[src/hdl/med_pkg.sv]
package med_pkg;
  localparam logic [7:0]  CMD_ACCEL_WRITE  = 8'h43;
  localparam logic [7:0]  CMD_POS_REL      = 8'h60;
  localparam logic [7:0]  CMD_POS_RAW      = 8'h61;
  localparam logic [7:0]  IDX_POS_ACCEL    = 8'h00;
  localparam logic [7:0]  IDX_POS_DECEL    = 8'h01;
  localparam logic [7:0]  IDX_SPD_ACCEL    = 8'h02;
  localparam logic [7:0]  IDX_SPD_DECEL    = 8'h03;
  localparam logic [10:0] CAN_REQ_ID       = 11'h141;
  localparam logic [10:0] CAN_REPLY_ID     = 11'h241;
  localparam logic [7:0]  RS485_HEADER     = 8'h3e;
  localparam logic [7:0]  RS485_LENGTH     = 8'h08;
  localparam logic [31:0] ACCEL_RESET      = 32'h0000_0000;

  typedef logic [7:0] med_byte_t;
  typedef struct packed {
    med_byte_t [7:0] data;
  } med_frame_t;
  typedef struct packed {
    logic        is_rs485;
    logic [10:0] can_id;
    logic [7:0]  node_id;
  } med_addr_t;
  typedef struct packed {
    logic        wr;
    logic [1:0]  sel;
    logic [31:0] value;
  } med_nv_req_t;

  function automatic logic [31:0] med_le32(input med_frame_t f);
    return {f.data[7], f.data[6], f.data[5], f.data[4]};
  endfunction
endpackage

[src/hdl/med_addr_check.sv]
module med_addr_check (
  // frame address
  input  wire med_pkg::med_addr_t addr,
  input  wire logic [7:0]         my_node_id,
  // result
  output logic                    match
);
  import med_pkg::*;

  always_comb begin
    if (addr.is_rs485) begin
      match = (addr.node_id == my_node_id);
    end else begin
      match = (addr.can_id == CAN_REQ_ID);
    end
  end
endmodule

[src/hdl/med_accel_store.sv]
module med_accel_store (
  // clock and reset
  input  wire logic                ref_clk,
  input  wire logic                rst,
  // update request
  input  wire med_pkg::med_nv_req_t req,
  // non-volatile backing store
  output med_pkg::med_nv_req_t     nv_write,
  // current values
  output logic [31:0]              pos_accel,
  output logic [31:0]              pos_decel,
  output logic [31:0]              spd_accel,
  output logic [31:0]              spd_decel
);
  import med_pkg::*;

  logic [31:0] value [4];

  always_ff @(posedge ref_clk or posedge rst) begin
    if (rst) begin
      for (int i = 0; i < 4; i++) begin
        value[i] <= ACCEL_RESET;
      end
    end else if (req.wr) begin
      value[req.sel] <= req.value;
    end
  end

  // forward every write to the persistent store
  always_ff @(posedge ref_clk or posedge rst) begin
    if (rst) begin
      nv_write <= '0;
    end else begin
      nv_write <= req;
    end
  end

  assign pos_accel = value[0];
  assign pos_decel = value[1];
  assign spd_accel = value[2];
  assign spd_decel = value[3];
endmodule

[src/hdl/med_cmd_decoder.sv]
module med_cmd_decoder (
  // clock and reset
  input  wire logic                 ref_clk,
  input  wire logic                 rst,
  // identity
  input  wire logic [7:0]           my_node_id,
  // request side
  input  wire logic                 req_valid,
  input  wire med_pkg::med_addr_t   req_addr,
  input  wire med_pkg::med_frame_t  req_frame,
  // encoder data
  input  wire logic signed [31:0]   raw_multiturn_position,
  input  wire logic signed [31:0]   zero_offset,
  // reply side and request ready
  output logic                      rsp_valid,
  input  wire logic                 rsp_ready,
  output med_pkg::med_addr_t        rsp_addr,
  output med_pkg::med_frame_t       rsp_frame,
  output logic                      req_ready,
  // acceleration values and store, refusal flag
  output med_pkg::med_nv_req_t      nv_write,
  output logic [31:0]               pos_accel,
  output logic [31:0]               pos_decel,
  output logic [31:0]               spd_accel,
  output logic [31:0]               spd_decel,
  output logic                      bad_cmd
);
  import med_pkg::*;

  ////////////////////////////////////////////////////////////////////////////
  // decode
  logic        addr_ok;
  logic        tail_zero;
  logic        is_accel;
  logic        idx_ok;
  logic        is_rel;
  logic        is_raw;
  logic        take;
  med_nv_req_t store_req;
  logic [31:0] rel_pos;

  med_addr_check u_addr (
    .addr       (req_addr),
    .my_node_id (my_node_id),
    .match      (addr_ok)
  );

  assign req_ready = !rsp_valid;
  assign take      = req_valid && req_ready && addr_ok;
  assign tail_zero = (req_frame.data[7:1] == '0);
  assign is_accel  = req_frame.data[0] == CMD_ACCEL_WRITE;
  assign idx_ok    = req_frame.data[1] inside {IDX_POS_ACCEL, IDX_POS_DECEL, IDX_SPD_ACCEL,
                                               IDX_SPD_DECEL};
  assign is_rel    = (req_frame.data[0] == CMD_POS_REL) && tail_zero;
  assign is_raw    = (req_frame.data[0] == CMD_POS_RAW) && tail_zero;
  assign rel_pos   = 32'(raw_multiturn_position - zero_offset);

  always_comb begin
    store_req       = '0;
    store_req.wr    = take && is_accel && idx_ok;
    store_req.sel   = req_frame.data[1][1:0];
    store_req.value = med_le32(req_frame);
  end

  med_accel_store u_store (
    .ref_clk   (ref_clk),
    .rst       (rst),
    .req       (store_req),
    .nv_write  (nv_write),
    .pos_accel (pos_accel),
    .pos_decel (pos_decel),
    .spd_accel (spd_accel),
    .spd_decel (spd_decel)
  );

  ////////////////////////////////////////////////////////////////////////////
  // reply
  always_ff @(posedge ref_clk or posedge rst) begin
    if (rst) begin
      rsp_valid <= 1'b0;
    end else if (take && ((is_accel && idx_ok) || is_rel || is_raw)) begin
      rsp_valid <= 1'b1;
    end else if (rsp_ready) begin
      rsp_valid <= 1'b0;
    end
  end

  always_ff @(posedge ref_clk or posedge rst) begin
    if (rst) begin
      rsp_frame <= '0;
    end else if (take) begin
      if (is_accel) begin
        rsp_frame <= req_frame;
      end else begin
        rsp_frame.data[0]   <= req_frame.data[0];
        rsp_frame.data[3:1] <= '0;
        for (int i = 0; i < 4; i++) begin
          rsp_frame.data[4+i] <= is_rel ? rel_pos[8*i +: 8]
                                        : raw_multiturn_position[8*i +: 8];
        end
      end
    end
  end

  always_ff @(posedge ref_clk or posedge rst) begin
    if (rst) begin
      rsp_addr <= '0;
    end else if (take) begin
      rsp_addr.is_rs485 <= req_addr.is_rs485;
      rsp_addr.can_id   <= CAN_REPLY_ID;
      rsp_addr.node_id  <= my_node_id;
    end
  end

  always_ff @(posedge ref_clk or posedge rst) begin
    if (rst) begin
      bad_cmd <= 1'b0;
    end else begin
      bad_cmd <= take && !((is_accel && idx_ok) || is_rel || is_raw);
    end
  end

  ////////////////////////////////////////////////////////////////////////////
  // checks
  chk_accel_echo: assert property (@(posedge ref_clk) disable iff (rst)
    (take && is_accel && idx_ok) |=> (rsp_valid && rsp_frame == $past(req_frame)))
    else $error("accel reply not an echo");

  chk_store_write: assert property (@(posedge ref_clk) disable iff (rst)
    (take && is_accel && req_frame.data[1] == IDX_SPD_DECEL) |=> ##1
      (spd_decel == $past(med_le32(req_frame), 2)))
    else $error("speed decel not stored");

  chk_nv_follow: assert property (@(posedge ref_clk) disable iff (rst)
    store_req.wr |=> (nv_write.wr && nv_write.value == $past(store_req.value)))
    else $error("store write not forwarded");

  chk_rel_value: assert property (@(posedge ref_clk) disable iff (rst)
    (take && is_rel) |=> (med_le32(rsp_frame) == $past(rel_pos)
      && rsp_frame.data[0] == CMD_POS_REL))
    else $error("relative position wrong");

  chk_raw_value: assert property (@(posedge ref_clk) disable iff (rst)
    (take && is_raw) |=> (med_le32(rsp_frame) == $past(raw_multiturn_position)
      && rsp_frame.data[3:1] == '0))
    else $error("raw position wrong");

  chk_pos_pad: assert property (@(posedge ref_clk) disable iff (rst)
    (take && is_rel) |=> (rsp_frame.data[3:1] == '0))
    else $error("position pad not zero");

  chk_reply_id: assert property (@(posedge ref_clk) disable iff (rst)
    $rose(rsp_valid) |-> (rsp_addr.can_id == CAN_REPLY_ID))
    else $error("reply id wrong");

  chk_reply_hold: assert property (@(posedge ref_clk) disable iff (rst)
    (rsp_valid && !rsp_ready) |=> (rsp_valid && $stable(rsp_frame)))
    else $error("reply dropped under stall");

  cov_accel:  cover property (@(posedge ref_clk) disable iff (rst) take && is_accel && idx_ok);
  cov_rel:    cover property (@(posedge ref_clk) disable iff (rst) take && is_rel);
  cov_raw:    cover property (@(posedge ref_clk) disable iff (rst) take && is_raw);
  chk_refuse_quiet: assert property (@(posedge ref_clk) disable iff (rst)
    bad_cmd |-> !rsp_valid)
    else $error("refused request answered");

  chk_read_no_store: assert property (@(posedge ref_clk) disable iff (rst)
    (take && (is_rel || is_raw)) |=> !nv_write.wr)
    else $error("read request wrote store");

  cov_stall:  cover property (@(posedge ref_clk) disable iff (rst) (rsp_valid && !rsp_ready) [*2]);
  cov_refuse: cover property (@(posedge ref_clk) disable iff (rst) bad_cmd);
endmodule

[config.mk]
export PLATFORM = sky130hd
export DESIGN_NAME = med_cmd_decoder
export DESIGN_NICKNAME = d
export VERILOG_FILES = /design/src/hdl/med_pkg.sv /design/src/hdl/med_addr_check.sv /design/src/hdl/med_accel_store.sv /design/src/hdl/med_cmd_decoder.sv
export SDC_FILE = /design/constraint.sdc
export NUM_CORES = 1
export LEC_CHECK = 0
export ABC_AREA = 1
export BUFFER_PORTS_ARGS = -buffer_cell sky130_fd_sc_hd__buf_2
export CAP_MARGIN = 20
export CORE_MARGIN = 4
export CORE_UTILIZATION = 25
export CTS_BUF_LIST = sky130_fd_sc_hd__clkbuf_4 sky130_fd_sc_hd__clkbuf_8
export CTS_CLUSTER_SIZE = 30
export DETAILED_ROUTE_END_ITERATION = 12
export PLACE_DENSITY = 0.55
export REMOVE_ABC_BUFFERS = 1
export SYNTH_ARGS = -nofsm -noshare
export SYNTH_HDL_FRONTEND = slang
export SYNTH_HIERARCHICAL = 1
export SYNTH_SLANG_ARGS = --single-unit
[constraint.sdc]
create_clock -name ref_clk -period 15.8 [get_ports ref_clk]
set_clock_uncertainty 0.2 [all_clocks]
set_input_delay 2.37 -clock ref_clk [delete_from_list [all_inputs] [get_ports ref_clk]]
set_output_delay 2.37 -clock ref_clk [all_outputs]
set_load 0.01 [all_outputs]
==> impl_metrics.py <==
metrics = {
    "status": {
        "status": "complete, no violations",
    },
    "detailed_routing": {
        "dr_total_vias": 12600,
        "drt-total-wl_um": 50000,
        "detail_route.wl_per_cell_um": 17.8,
        "drt_iter0_markers": 835,
        "firstDrtPassIters": 7,
        "route.detailed.drc": 0,
        "vias_per_cell": 4.47,
        "ant_nets": 0,
    },
    "placed_design": {
        "port_buffers": 401,
        "place_hpwl_um": 37900,
        "gp_congestion": 0.896,
        "placed_cells": 2736,
    },
    "clock_tree": {
        "cts_setup_buffers": 0,
        "cts_resized": 0,
        "clock-sinks": 239,
        "hold_buffers": 0,
        "clock_latency_ns": 0.55,
        "cts_tree": "done",
        "root_buffer": "clkbuf_8",
        "clk_pin_slew_ns": 0.06,
        "htree_levels": 2,
        "clock_path_buffers": 3,
        "cts_buffers": 42,
    },
    "timing": {
        "hold_ws_ns": 0.263,
        "fin_crit_ns": 5.45,
        "tns_ns": 0,
        "slew_headroom_pct": 26.6,
        "rsz0062_at_grt": "false",
        "setup_viol": 0,
        "tightest_slew_ns": 1.10,
        "max_clock_freq_mhz": 183,
        "final_max_slew_viol_count": 0,
        "finalCritPeriodShare_pct": 34.5,
        "hold_viol": 0,
    },
    "synth": {
        "synth-main-ff-cell": "dfrtp_1",
        "ys_types": 46,
        "synth_xor_area_share_pct": 0.611,
        "synth_seq_cells": 239,
        "muxShareOfSynthArea_pct": 0,
        "syn_avg_cell_area_sq_um": 7.47,
        "yosysWarnings": 6,
        "synth_compound_area_share_pct": 5.16,
        "synth_area_sq_um": 12900,
        "synth-simple-area-share_pct": 33.2,
        "synth_edf_count": 0,
        "synth_top_family_by_area": "simple AND/OR/NAND/NOR gates",
        "synth-adder-area-share_pct": 3.16,
        "synth-async-reset-ratio_pct": 100,
        "syn_inst": 1726,
        "ys_seq_area_share_pct": 46.4,
    },
    "worst_setup_path": {
        "max_stage_delay_ns": 0.86,
        "crit_path_frequent_cell": "buf_4",
        "endpoint_kind": "flop",
        "crit_required_ns": 16.07,
        "crit_buf_inv": 5,
        "crit_family": "buffers and inverters",
        "cp_data_arrival_time_ns": 5.72,
        "path_max_fanout": 102,
        "slowest_stage": "buf_4",
        "start_kind": "input pin",
        "crit_chain": "buf_2, nor4_1, nand3_1, nand2_1, nand3_4, buf_4, nor2_4, inv_2, nor3_4, buf_4, buf_4, nand4_1, nand2_1",
        "crit_type": "in2reg",
    },
    "finish": {
        "area_delta_synth_final_pct": 26.7,
        "final_nets": 2300,
        "final_cell_count_no_fill": 2816,
        "fillCellCount": 5483,
        "drive_above_1_share_pct": 24.3,
    },
    "grt": {
        "track_usage_pct": 17.4,
        "grt_pass1_vias": 12600,
        "grt.overflow.total": 0,
        "grt_antenna_before_repair": 5,
        "grt_first_pass_wirelength_um": 76400,
        "grt_max_degree": 103,
    },
    "die": {
        "core_region_area_sq_um": 50600,
        "rows": 82,
        "fp.dieH_um": 235,
        "io_pins": 410,
        "die_area_sq_um": 55300,
        "die_w_um": 235,
        "initial_core_util_pct": 25.5,
    },
    "power": {
        "power.density_nw_per_um2": 86.9,
        "leakage_uw": 0.00992,
        "peakVddDrop_uv": 38.0,
    },
    "job": {
        "cap_violations": 0,
    },
    "worst_hold_path": {
        "hp-class": "reg2reg",
    },
}
==> synthesized netlist by cell type (2+ instances only) <==
| cell type | n | area, sq um |
|---|---|---|
| a21o_1 | 2 | 15.0 |
| a21oi_1 | 42 | 210 |
| a22o_1 | 2 | 17.5 |
| a22oi_1 | 32 | 240 |
| and2_1 | 2 | 12.5 |
| buf_2 | 38 | 190 |
| buf_4 | 14 | 105 |
| buf_6 | 5 | 56.3 |
| clkbuf_1 | 22 | 82.6 |
| dfrtp_1 | 239 | 5980 |
| ha_1 | 31 | 388 |
| inv_1 | 264 | 991 |
| nand2_1 | 658 | 2470 |
| nand2_2 | 2 | 12.5 |
| nand3_1 | 102 | 510 |
| nand3_2 | 8 | 80.1 |
| nand4_1 | 117 | 732 |
| nor2_1 | 70 | 263 |
| nor2_2 | 3 | 18.8 |
| nor2_4 | 2 | 22.5 |
| nor3_1 | 7 | 35.0 |
| nor4_1 | 2 | 12.5 |
| o21ai_0 | 10 | 50.1 |
| o21ai_1 | 19 | 95.1 |
| o21bai_1 | 2 | 15.0 |
| or2_2 | 4 | 25.0 |
| xnor2_1 | 6 | 52.6 |
| xor2_1 | 3 | 26.3 |
==> state kept, by name, indices dropped and copies added, names as in the netlist <==
signal,cells
rsp_addr,10
u_store/spd_accel,32
u_store/pos_decel,32
rsp_frame,64
bad_cmd,1
u_store/spd_decel,32
u_store/nv_write,35
u_store/pos_accel,32
rsp_valid,1
==> area by class of cell <==
class                   count  area, sq um  share of cell area, %
clock inverters             8         45.0                  0.276
well taps                 672          841                   5.14
clock buffers              66          833                   5.10
flip-flops and latches    239         5980                   36.6
inverters                 266         1010                   6.18
repair buffers            414         2120                   13.0
multi-input cells        1145         5500                   33.6
diodes                      6         15.0                 0.0919
==> cells in the final DEF, fill, tap and decap left out, types with 2 or more instances in the layout <==
master	instances
nand2_1	658
buf_2	401
inv_1	262
dfrtp_1	239
nand4_1	117
nand3_1	99
nor2_1	70
clkbuf_8	54
a21oi_1	42
a22oi_1	32
ha_1	31
o21ai_1	19
clkbuf_4	12
buf_4	12
o21ai_0	10
nand3_2	10
conb_1	8
nor3_1	7
clkinv_2	7
diode_2	6
xnor2_1	6
or2_2	4
nor2_4	3
xor2_1	3
nor2_2	2
o21bai_1	2
nand2_2	2
nor4_1	2
and2_1	2
a21o_1	2
a22o_1	2
clkinvlp_4	2
==> stage by stage <==
stage	instance area, sq um	utilization [%]	power [uW]	setup WS (ns)
after global routing	16300	32.3	1500	10.01
after CTS	16300	32.3	1440	10.42
after floorplan	12400	-	745	5.07
after detailed placement	15500	30.5	837	9.85
final	16300	32.3	1420	10.35
after global placement	15400	30.5	835	9.83
==> cells by family (layout without fill, tap and decap cells) <==
kind of cell,after synthesis,in the layout
xor gates and xnor gates,9,9
and+or+nand+nor,984,984
DFF,239,239
other,1,14
AOI/OAI and AO/OA,112,112
buffers and inverters,349,754
adders and majority gates,32,32
==> path summary, 6_finish.rpt <==
check	start	endpoint	slack, ns	cells after the start
worst min register to register	u_store/pos_accel[23]	u_store/pos_accel[23]	0.26	2
worst max-delay path	req_addr[19]	u_store/spd_decel[30]	10.35	13
worst min-delay path	u_store/pos_accel[23]	u_store/pos_accel[23]	0.26	2
min in group asynchronous	rst	u_store/spd_decel[7]	1.63	2
max in group asynchronous	rst	u_store/pos_accel[27]	12.57	3
worst max register to register	rsp_valid	u_store/spd_decel[30]	12.17	10
==> power by group <==
group / total (uW) / leakage [uW] / internal, uW / switching, uW
combinational: 196 / 0.00620 / 63.0 / 133
sequential: 628 / 0.00325 / 623 / 4.48
clock: 596 / 0.000467 / 335 / 261
==> layer usage <==
metal | global-route usage, % | wire length, um | part of all wire (%)
met5 | 0 | 0 | 0
met4 | 5.80 | 1420 | 2.8
met3 | 2.96 | 2650 | 5.3
met2 | 30.5 | 25100 | 50
met1 | 21.7 | 20800 | 42
==> worst register-to-register path, stage by stage, from the launching register on <==
cell     delay [ns]
dfrtp_1        0.44
inv_1          0.21
nand3_4        0.08
buf_4          0.38
nor2_4         0.30
inv_2          0.18
nor3_4         0.17
buf_4          0.33
buf_4          0.87
nand4_1        0.29
nand2_1        0.11
(Power assumes the default switching activity.)
